--- src/ddrir_defines.vh ---
// Constants for the DDR init and refresh sequencer
`ifndef DDRIR_DEFINES_VH
`define DDRIR_DEFINES_VH

// Register byte offsets
`define DDRIR_CTRL_OFS 4'h0
`define DDRIR_STATUS_OFS 4'h4
`define DDRIR_REFCNT_OFS 4'h8
// Control register bits
`define DDRIR_CTRL_RESTART 0
`define DDRIR_CTRL_FORCE_REF 1
// AXI responses
`define DDRIR_RESP_OKAY 2'h0
`define DDRIR_RESP_SLVERR 2'h2

// Init parameter field positions
`define DDRIR_LAT_HI 9
`define DDRIR_LAT_LO 7
`define DDRIR_BSZ_HI 6
`define DDRIR_BSZ_LO 4
`define DDRIR_TEST_BIT 3
`define DDRIR_ORDER_BIT 2
`define DDRIR_DLL_BIT 1
`define DDRIR_DRIVE_BIT 0
// Refresh setting fields
`define DDRIR_GRP_HI 19
`define DDRIR_GRP_LO 16
`define DDRIR_PER_HI 15
`define DDRIR_PER_LO 0

// User request codes
`define DDRIR_CODE_SELF_REF 3'h5
`define DDRIR_CODE_AUTO_REF 3'h7

// Sequence counts
`define DDRIR_DESELECT_CMD_MIN 5'h0c
`define DDRIR_HOLD_MIN 5'h04
`define DDRIR_INIT_REFS 5'h02
`define DDRIR_GROUP_MAX 4'h8

// Memory addresses during the reset condition
`define DDRIR_RESET_ADDR 15'h0000
`define DDRIR_ALT_ADDR 15'h7fff
// Bank codes selecting mode or extended mode
`define DDRIR_BANK_MODE 2'h0
`define DDRIR_BANK_EXT 2'h1
// Function pin for first command of a pair
`define DDRIR_FN_WRITE 1'b0
`define DDRIR_FN_READ 1'b1

`endif

--- src/ddrir_ctrl.v ---
// DDR memory power-up initialization and refresh sequencer
`timescale 1ns/1ps
`default_nettype none
`include "ddrir_defines.vh"

module ddrir_ctrl #(
    parameter PER_W = 16,
    parameter GRP_W = 4
) (
    // Clock and reset
    input wire clk,
    input wire reset,
    // AXI4-Lite slave
    input wire [3:0] s_axi_awaddr,
    input wire s_axi_awvalid,
    output reg s_axi_awready,
    input wire [31:0] s_axi_wdata,
    input wire [3:0] s_axi_wstrb,
    input wire s_axi_wvalid,
    output reg s_axi_wready,
    output reg [1:0] s_axi_bresp,
    output reg s_axi_bvalid,
    input wire s_axi_bready,
    input wire [3:0] s_axi_araddr,
    input wire s_axi_arvalid,
    output reg s_axi_arready,
    output reg [31:0] s_axi_rdata,
    output reg [1:0] s_axi_rresp,
    output reg s_axi_rvalid,
    input wire s_axi_rready,
    // User side
    input wire clock_manager_locked,
    input wire [9:0] init_parms,
    input wire ref_auto_sel,
    input wire [19:0] ref_parms,
    input wire [2:0] user_cmd,
    input wire access_busy,
    output reg req_accept,
    output reg refresh_hold,
    output reg init_done,
    // Memory command pins
    output reg mem_csb,
    output reg mem_fn,
    output reg mem_pdb,
    output reg [14:0] mem_ad,
    output reg [1:0] mem_ba
);

    ////////////////////////////////////////////////////////////////////////
    localparam S_LOCK = 5'd0;
    localparam S_DESELECT_CMD = 5'd1;
    localparam S_RMRS1 = 5'd2;
    localparam S_RMRS2 = 5'd3;
    localparam S_HOLD1 = 5'd4;
    localparam S_CHG = 5'd5;
    localparam S_HOLD2 = 5'd6;
    localparam S_EMRS1 = 5'd7;
    localparam S_EMRS2 = 5'd8;
    localparam S_MRS1 = 5'd9;
    localparam S_MRS2 = 5'd10;
    localparam S_IREF1 = 5'd11;
    localparam S_IREF2 = 5'd12;
    localparam S_IDLE = 5'd13;
    localparam S_AREF1 = 5'd14;
    localparam S_AREF2 = 5'd15;
    localparam S_SREF1 = 5'd16;
    localparam S_SREF2 = 5'd17;
    localparam S_SELF = 5'd18;
    reg [4:0] state_q, state_d;
    reg [4:0] cnt_q, cnt_d;
    reg [9:0] parms_q, parms_d;
    reg [GRP_W-1:0] grp_q, grp_d;
    reg [PER_W-1:0] timer_q, timer_d;
    reg pend_q, pend_d;
    reg [15:0] refcnt_q, refcnt_d;
    reg restart_q;
    reg force_q;
    reg csb_d, fn_d, pdb_d, acc_d;
    reg [14:0] ad_d;
    reg [1:0] ba_d;
    wire [GRP_W-1:0] grp_set = ref_parms[`DDRIR_GRP_HI:`DDRIR_GRP_LO];
    wire [PER_W-1:0] per_set = ref_parms[`DDRIR_PER_HI:`DDRIR_PER_LO];
    // Zero group means one; above eight is clamped
    wire [GRP_W-1:0] grp_eff = (grp_set == {GRP_W{1'b0}}) ?
        {{(GRP_W-1){1'b0}}, 1'b1} :
        (grp_set > `DDRIR_GROUP_MAX) ? `DDRIR_GROUP_MAX : grp_set;
    // Mode word from captured fields
    wire [14:0] mode_word = {7'h00, parms_q[`DDRIR_TEST_BIT],
        parms_q[`DDRIR_LAT_HI:`DDRIR_LAT_LO],
        parms_q[`DDRIR_ORDER_BIT],
        parms_q[`DDRIR_BSZ_HI:`DDRIR_BSZ_LO]};
    // Drive bit passed as given; user ties it low
    wire [14:0] ext_word = {13'h0000, parms_q[`DDRIR_DRIVE_BIT],
        parms_q[`DDRIR_DLL_BIT]};
    wire idle_free = (state_q == S_IDLE) && !access_busy;
    wire timer_hit = ref_auto_sel && (timer_q == {PER_W{1'b0}});
    ////////////////////////////////////////////////////////////////////////
    always @* begin
        state_d = state_q;
        cnt_d = cnt_q;
        parms_d = parms_q;
        grp_d = grp_q;
        refcnt_d = refcnt_q;
        csb_d = 1'b1;
        fn_d = `DDRIR_FN_WRITE;
        pdb_d = 1'b1;
        ad_d = mem_ad;
        ba_d = mem_ba;
        acc_d = 1'b0;
        // Expiry stays pending until a group starts; a force set in that cycle wins
        pend_d = pend_q || timer_hit || force_q;
        timer_d = timer_q;
        if (!ref_auto_sel) begin
            timer_d = per_set;
        end else if (timer_q != {PER_W{1'b0}}) begin
            timer_d = timer_q - {{(PER_W-1){1'b0}}, 1'b1};
        end
        case (state_q)
            S_LOCK: begin
                if (clock_manager_locked) begin
                    parms_d = init_parms;
                    ad_d = `DDRIR_RESET_ADDR;
                    ba_d = `DDRIR_BANK_MODE;
                    cnt_d = 5'd0;
                    state_d = S_DESELECT_CMD;
                end
            end
            S_DESELECT_CMD: begin
                cnt_d = cnt_q + 5'd1;
                if (cnt_q == `DDRIR_DESELECT_CMD_MIN - 5'd1) begin
                    state_d = S_RMRS1;
                end
            end
            S_RMRS1: begin
                csb_d = 1'b0;
                fn_d = `DDRIR_FN_READ;
                state_d = S_RMRS2;
            end
            S_HOLD1, S_HOLD2: begin
                cnt_d = cnt_q + 5'd1;
                if (cnt_q == `DDRIR_HOLD_MIN - 5'd1) begin
                    cnt_d = 5'd0;
                    state_d = (state_q == S_HOLD1) ? S_CHG : S_EMRS1;
                end
            end
            S_CHG: begin
                ad_d = `DDRIR_ALT_ADDR;
                state_d = S_HOLD2;
            end
            S_EMRS1, S_MRS1: begin
                csb_d = 1'b0;
                fn_d = `DDRIR_FN_READ;
                ad_d = (state_q == S_EMRS1) ? ext_word : mode_word;
                ba_d = (state_q == S_EMRS1) ? `DDRIR_BANK_EXT :
                    `DDRIR_BANK_MODE;
                state_d = state_q + 5'd1;
            end
            S_RMRS2, S_EMRS2, S_MRS2: begin
                csb_d = 1'b0;
                cnt_d = 5'd0;
                state_d = state_q + 5'd1;
            end
            S_IREF1, S_AREF1, S_SREF1: begin
                csb_d = 1'b0;
                fn_d = `DDRIR_FN_WRITE;
                state_d = state_q + 5'd1;
            end
            S_IREF2: begin
                csb_d = 1'b0;
                cnt_d = cnt_q + 5'd1;
                refcnt_d = refcnt_q + 16'h0001;
                state_d = S_IREF1;
                if (cnt_q == `DDRIR_INIT_REFS - 5'd1) begin
                    state_d = S_IDLE;
                end
            end
            S_IDLE: begin
                if (idle_free && pend_q) begin
                    // Pending wins; stale timer zero must not re-arm it
                    pend_d = force_q;
                    grp_d = grp_eff;
                    timer_d = per_set;
                    state_d = S_AREF1;
                end else if (idle_free && !ref_auto_sel &&
                             user_cmd == `DDRIR_CODE_AUTO_REF) begin
                    acc_d = 1'b1;
                    grp_d = {{(GRP_W-1){1'b0}}, 1'b1};
                    state_d = S_AREF1;
                end else if (idle_free && !ref_auto_sel &&
                             user_cmd == `DDRIR_CODE_SELF_REF) begin
                    acc_d = 1'b1;
                    state_d = S_SREF1;
                end
            end
            S_AREF2: begin
                csb_d = 1'b0;
                refcnt_d = refcnt_q + 16'h0001;
                grp_d = grp_q - {{(GRP_W-1){1'b0}}, 1'b1};
                state_d = (grp_q == {{(GRP_W-1){1'b0}}, 1'b1}) ?
                    S_IDLE : S_AREF1;
            end
            S_SREF2: begin
                csb_d = 1'b0;
                pdb_d = 1'b0;
                refcnt_d = refcnt_q + 16'h0001;
                state_d = S_SELF;
            end
            S_SELF: begin
                pdb_d = 1'b0;
                if (user_cmd != `DDRIR_CODE_SELF_REF) begin
                    pdb_d = 1'b1;
                    state_d = S_IDLE;
                end
            end
            default: begin
                state_d = S_LOCK;
            end
        endcase
        // Restart reruns the whole init; refreshes in flight are lost
        if (restart_q) begin
            state_d = S_LOCK;
            pdb_d = 1'b1;
        end
    end
    always @(posedge clk or posedge reset) begin
        if (reset) begin
            state_q <= S_LOCK;
            cnt_q <= 5'd0;
            parms_q <= 10'h000;
            grp_q <= {GRP_W{1'b0}};
            timer_q <= {PER_W{1'b0}};
            pend_q <= 1'b0;
            refcnt_q <= 16'h0000;
            mem_csb <= 1'b1;
            mem_fn <= 1'b0;
            mem_pdb <= 1'b1;
            mem_ad <= 15'h0000;
            mem_ba <= 2'h0;
            req_accept <= 1'b0;
            refresh_hold <= 1'b0;
            init_done <= 1'b0;
        end else begin
            state_q <= state_d;
            cnt_q <= cnt_d;
            parms_q <= parms_d;
            grp_q <= grp_d;
            timer_q <= timer_d;
            pend_q <= pend_d;
            refcnt_q <= refcnt_d;
            mem_csb <= csb_d;
            mem_fn <= fn_d;
            mem_pdb <= pdb_d;
            mem_ad <= ad_d;
            mem_ba <= ba_d;
            req_accept <= acc_d;
            // Tells the access engine to take no new request
            refresh_hold <= pend_d || (state_d != S_IDLE);
            init_done <= (state_d >= S_IDLE);
        end
    end
    ////////////////////////////////////////////////////////////////////////
    // AXI4-Lite slave; address and data taken in either order
    reg aw_got_q, w_got_q;
    reg [3:0] awaddr_q;
    reg [31:0] wdata_q;
    reg wlane0_q;
    wire wr_go = aw_got_q && w_got_q && !s_axi_bvalid;
    wire wr_ctrl = wr_go && (awaddr_q == `DDRIR_CTRL_OFS) && wlane0_q;
    always @(posedge clk or posedge reset) begin
        if (reset) begin
            s_axi_awready <= 1'b1;
            s_axi_wready <= 1'b1;
            s_axi_bvalid <= 1'b0;
            s_axi_bresp <= `DDRIR_RESP_OKAY;
            aw_got_q <= 1'b0;
            w_got_q <= 1'b0;
            awaddr_q <= 4'h0;
            wdata_q <= 32'h00000000;
            wlane0_q <= 1'b0;
            restart_q <= 1'b0;
            force_q <= 1'b0;
        end else begin
            restart_q <= wr_ctrl && wdata_q[`DDRIR_CTRL_RESTART];
            force_q <= wr_ctrl && wdata_q[`DDRIR_CTRL_FORCE_REF];
            if (s_axi_awvalid && s_axi_awready) begin
                aw_got_q <= 1'b1;
                awaddr_q <= s_axi_awaddr;
                s_axi_awready <= 1'b0;
            end
            if (s_axi_wvalid && s_axi_wready) begin
                w_got_q <= 1'b1;
                wdata_q <= s_axi_wdata;
                wlane0_q <= s_axi_wstrb[0];
                s_axi_wready <= 1'b0;
            end
            if (wr_go) begin
                aw_got_q <= 1'b0;
                w_got_q <= 1'b0;
                s_axi_bvalid <= 1'b1;
                s_axi_bresp <= (awaddr_q == `DDRIR_CTRL_OFS) ?
                    `DDRIR_RESP_OKAY : `DDRIR_RESP_SLVERR;
            end
            if (s_axi_bvalid && s_axi_bready) begin
                s_axi_bvalid <= 1'b0;
                s_axi_awready <= 1'b1;
                s_axi_wready <= 1'b1;
            end
        end
    end
    always @(posedge clk or posedge reset) begin
        if (reset) begin
            s_axi_arready <= 1'b1;
            s_axi_rvalid <= 1'b0;
            s_axi_rdata <= 32'h00000000;
            s_axi_rresp <= `DDRIR_RESP_OKAY;
        end else begin
            if (s_axi_arvalid && s_axi_arready) begin
                s_axi_arready <= 1'b0;
                s_axi_rvalid <= 1'b1;
                s_axi_rresp <= `DDRIR_RESP_OKAY;
                case (s_axi_araddr)
                    `DDRIR_CTRL_OFS: s_axi_rdata <= 32'h00000000;
                    `DDRIR_STATUS_OFS: s_axi_rdata <= {10'h000, parms_q,
                        2'h0, pend_q, init_done, 3'h0, state_q};
                    `DDRIR_REFCNT_OFS: s_axi_rdata <= {16'h0000, refcnt_q};
                    default: begin
                        s_axi_rdata <= 32'h00000000;
                        s_axi_rresp <= `DDRIR_RESP_SLVERR;
                    end
                endcase
            end
            if (s_axi_rvalid && s_axi_rready) begin
                s_axi_rvalid <= 1'b0;
                s_axi_arready <= 1'b1;
            end
        end
    end
endmodule // ddrir_ctrl
`default_nettype wire

--- config.mk ---
export PLATFORM = sky130hd
export DESIGN_NAME = ddrir_ctrl
export DESIGN_NICKNAME = d
export VERILOG_FILES = /design/src/ddrir_ctrl.v
export VERILOG_INCLUDE_DIRS = /design/src
export SDC_FILE = /design/constraint.sdc
export NUM_CORES = 1
export LEC_CHECK = 0
export BUFFER_PORTS_ARGS = -buffer_cell sky130_fd_sc_hd__buf_2
export CORE_UTILIZATION = 53
export DETAILED_ROUTE_END_ITERATION = 8
export PLACE_DENSITY = 0.8
export SLEW_MARGIN = 20
export SYNTH_ARGS = -nofsm -noshare
export SYNTH_HDL_FRONTEND = slang
export SYNTH_SLANG_ARGS = --single-unit
--- constraint.sdc ---
create_clock -name clk -period 4.2 [get_ports clk]
set_input_delay 0.42 -clock clk [delete_from_list [all_inputs] [get_ports clk]]
set_output_delay 0.42 -clock clk [all_outputs]
set_load 0.01 [all_outputs]
==> metrics.csv <==
metric,value,unit
number of flops mapped to enable cells by yosys,0,
H-Tree Depth,4,
CTS tree,done,
Max Cap Violations,0,
"Seq/Total Area, Yosys",48.6,%
IO Count,151,
drt pass-1 iters,5,
Bufs on Longest Clock Path,2,
Setup crit end,refcnt_q[14],
r2r startpoint,state_q[2],
status,completed,
Final Cycle Share,70.1,%
cts bufs inserted,17,
min Tclk post-route,2.94,ns
CP max FO,27,
ANT nets after route,0,
max-slew violations,0,
n_diodes,0,
final core utilization,66.3,%
antenna violations before repair,0,
share of post-route cells with drive strength above 1,26.6,%
Post-Synth Simple-Gate Area,19.0,%
"commonest non-fill, non-tap cells in the layout","dfrtp_1 (108), buf_2 (104), nand2_1 (77), o21ai_0 (49), nor2_1 (27)",
crit path cell chain,"and3_1, ha_1, or3_1, nand4_1, nor2_1, and3_1, xor2_1",
RePlAce Congestion,0.912,
Hold Slack,0.0399,ns
reg2reg end,refcnt_q[14],
Most common cell on crit path,and3_1,
"Reg clk slew, reported paths",0.06,ns
chip width,107,um
drt via density,5.66,
Pleak,3.31,nW
Worst Max-Slew Pin Slew,0.865,ns
Worst Skew,0.00984,ns
clk sinks,113,
crit path DAT,3.38,ns
"commonest non-fill, non-tap cell in the layout",dfrtp_1,
Hold Path Class,in2async,
ys flop type,dfrtp_1,
Cell Pwr Density,574,nW/um^2
post-cts resize count,0,
clk root buf,clkbuf_8,
final number of setup-violating endpoints,0,
Post-route DRC,0,
r2r setup slk,1.26,ns
total number of vias,4689,
final hold vios,0,
die span in y,107,um
syn_area_per_cell,10.0,sq um
Synth cell types,73,
nets,778,
1st-iter DRT viols,429,
Critical Setup Path Class,reg2reg,
critical path data required time,4.63,ns
# rows,37,
fmax,340,MHz
global route overflow,0,
Post-Syn Area,5830,sq um
Synth Area in XOR/XNOR,4.51,%
Post-synth ARST share,100,%
Total GRT Usage,24.0,%
Synth Area in Compound Gates,15.4,%
Synth Instances,583,
Power Total,0.00400,W
RSZ-0062 raised after global routing,no,
Reg2Reg Depth,7,
largest family of logic cells by synthesized area,simple AND/OR/NAND/NOR gates,
clock latency on the worst-skew pair,0.51,ns
full die area,11400,sq um
TNS Setup,0,ns
CP Launch Point,state_q[2],
first-pass GRT wire length,21500,um
Adder-Cell Fraction of Synth Area,2.58,%
crit path capture type,flop,
Final Routed Wirelength,13000,um
wire length per cell,15.6,um
pin count of the biggest net entering global routing,89,
slew margin rel.,42.2,%
I/O Buffers,104,
VDD IR-drop max,391,uV
CP peak stage delay,0.84,ns
synthesis-to-finish area growth,19.5,%
crit path max-delay cell type,dfrtp_1,
Ys Warns,0,
Initial Utilization,55.5,%
hold-fix buffer count after cts,0,
mux cell area share after synthesis,4.01,%
DP Wirelength,8930,um
vias in the first global route,4539,
core region area,10500,sq um
Seq cells post-synth,113,
number of fill cells in the layout,837,
startpoint type of the worst setup path,flop,
post-CTS setup buffer count,0,
## area by class of cell
| class | instances | area [sq um] | area share (%) |
|---|---|---|---|
| Tap cell | 136 | 170 | 2.44 |
| Timing Repair Buffer | 108 | 551 | 7.90 |
| Sequential cell | 113 | 2830 | 40.7 |
| Clock buffer | 17 | 414 | 5.95 |
| Multi-Input combinational cell | 414 | 2700 | 38.8 |
| Inverter | 25 | 98.8 | 1.42 |
| Clock inverter | 15 | 196 | 2.82 |
## layer usage
layer	track usage (%)	wire length, um
met3	6.44	779
met1	30.9	5590
met5	0	0
met4	7.63	155
met2	39.5	6430
## state kept, by name (all words and copies together) (netlist names), 4 cells and up
| signal | count |
|---|---|
| timer_q | 16 |
| grp_q | 4 |
| cnt_q | 5 |
| parms_q | 10 |
| refcnt_q | 16 |
| awaddr_q | 4 |
| s_axi_rdata | 22 |
| state_q | 5 |
| mem_ad | 9 |
## where the power goes
part           internal (W)  switching, W  total (W)
logic              0.000448      0.000535   0.000982
registers           0.00132      0.000215    0.00153
clock network      0.000922      0.000561    0.00148
total               0.00269       0.00131    0.00400
## worst min path at each step
stage | depth (start not counted) | slack [ns] | from | end
2_1_floorplan | 2 | 0.44 | restart_q | mem_pdb
3_3_place_gp | 2 | 0.46 | s_axi_rdata[7] | s_axi_rdata[7]
3_5_place_dp | 2 | 0.47 | s_axi_rdata[11] | s_axi_rdata[11]
4_1_cts | 2 | 0.07 | s_axi_arvalid | s_axi_arready
5_1_grt | 2 | 0.08 | s_axi_awvalid | s_axi_awready
6_report | 2 | 0.04 | reset | timer_q[9]
## cell usage after synthesis, types with 3 or more instances
cell,count,area [sq um]
mux2_2,19,214
a31oi_1,3,18.8
dfrtp_1,108,2700
nand3_1,15,75.1
or4_1,3,22.5
nand2b_1,9,56.3
a21oi_1,15,75.1
nand2_1,78,293
xor2_1,13,114
nor3_1,9,45.0
xnor2_1,17,149
o21ai_0,49,245
nand4b_1,3,26.3
a21o_1,4,30.0
o31ai_1,5,37.5
and3b_1,3,26.3
clkbuf_1,13,48.8
o21ai_1,5,25.0
nand4_1,3,18.8
nor2b_1,11,68.8
inv_1,25,93.8
ha_1,12,150
nor4bb_1,3,30.0
buf_1,3,11.3
nor2_1,27,101
a221oi_1,4,35.0
a211oi_1,9,67.6
and3_1,10,62.6
a22oi_1,11,82.6
nand3b_1,4,30.0
buf_2,7,35.0
or3_1,4,25.0
a221o_1,6,60.1
buf_4,19,143
dfstp_2,5,131
## metrics by stage
step / worst slack, ns / instances / instance area (sq um)
detailed placement: 1.36 / 796 / 6350
global placement: 1.37 / 796 / 6350
global route: 0.990 / 828 / 6970
CTS: 1.29 / 828 / 6960
finish: 1.26 / 828 / 6970
floorplan: 0.801 / 595 / 5880
## kinds of logic (layout without fill, tap and decap cells)
group	Yosys count	count (layout)
AND/OR/NAND/NOR	204	204
AO/OA/AOI/OAI	134	134
flip-flops	113	113
buffers and inverters	68	165
XOR/XNOR	30	30
multiplexers	21	21
adder cells (fa/ha/maj)	12	12
other	1	13
## worst max-delay path: cells and delay by family (launching register included)
kind / cells / cell delay (ns)
adders and majority gates: 1 / 0.42
DFF: 1 / 0.84
xor gates and xnor gates: 1 / 0.15
and+or+nand+nor: 5 / 1.45
Note: power is estimated with default switching activity, not from simulation.
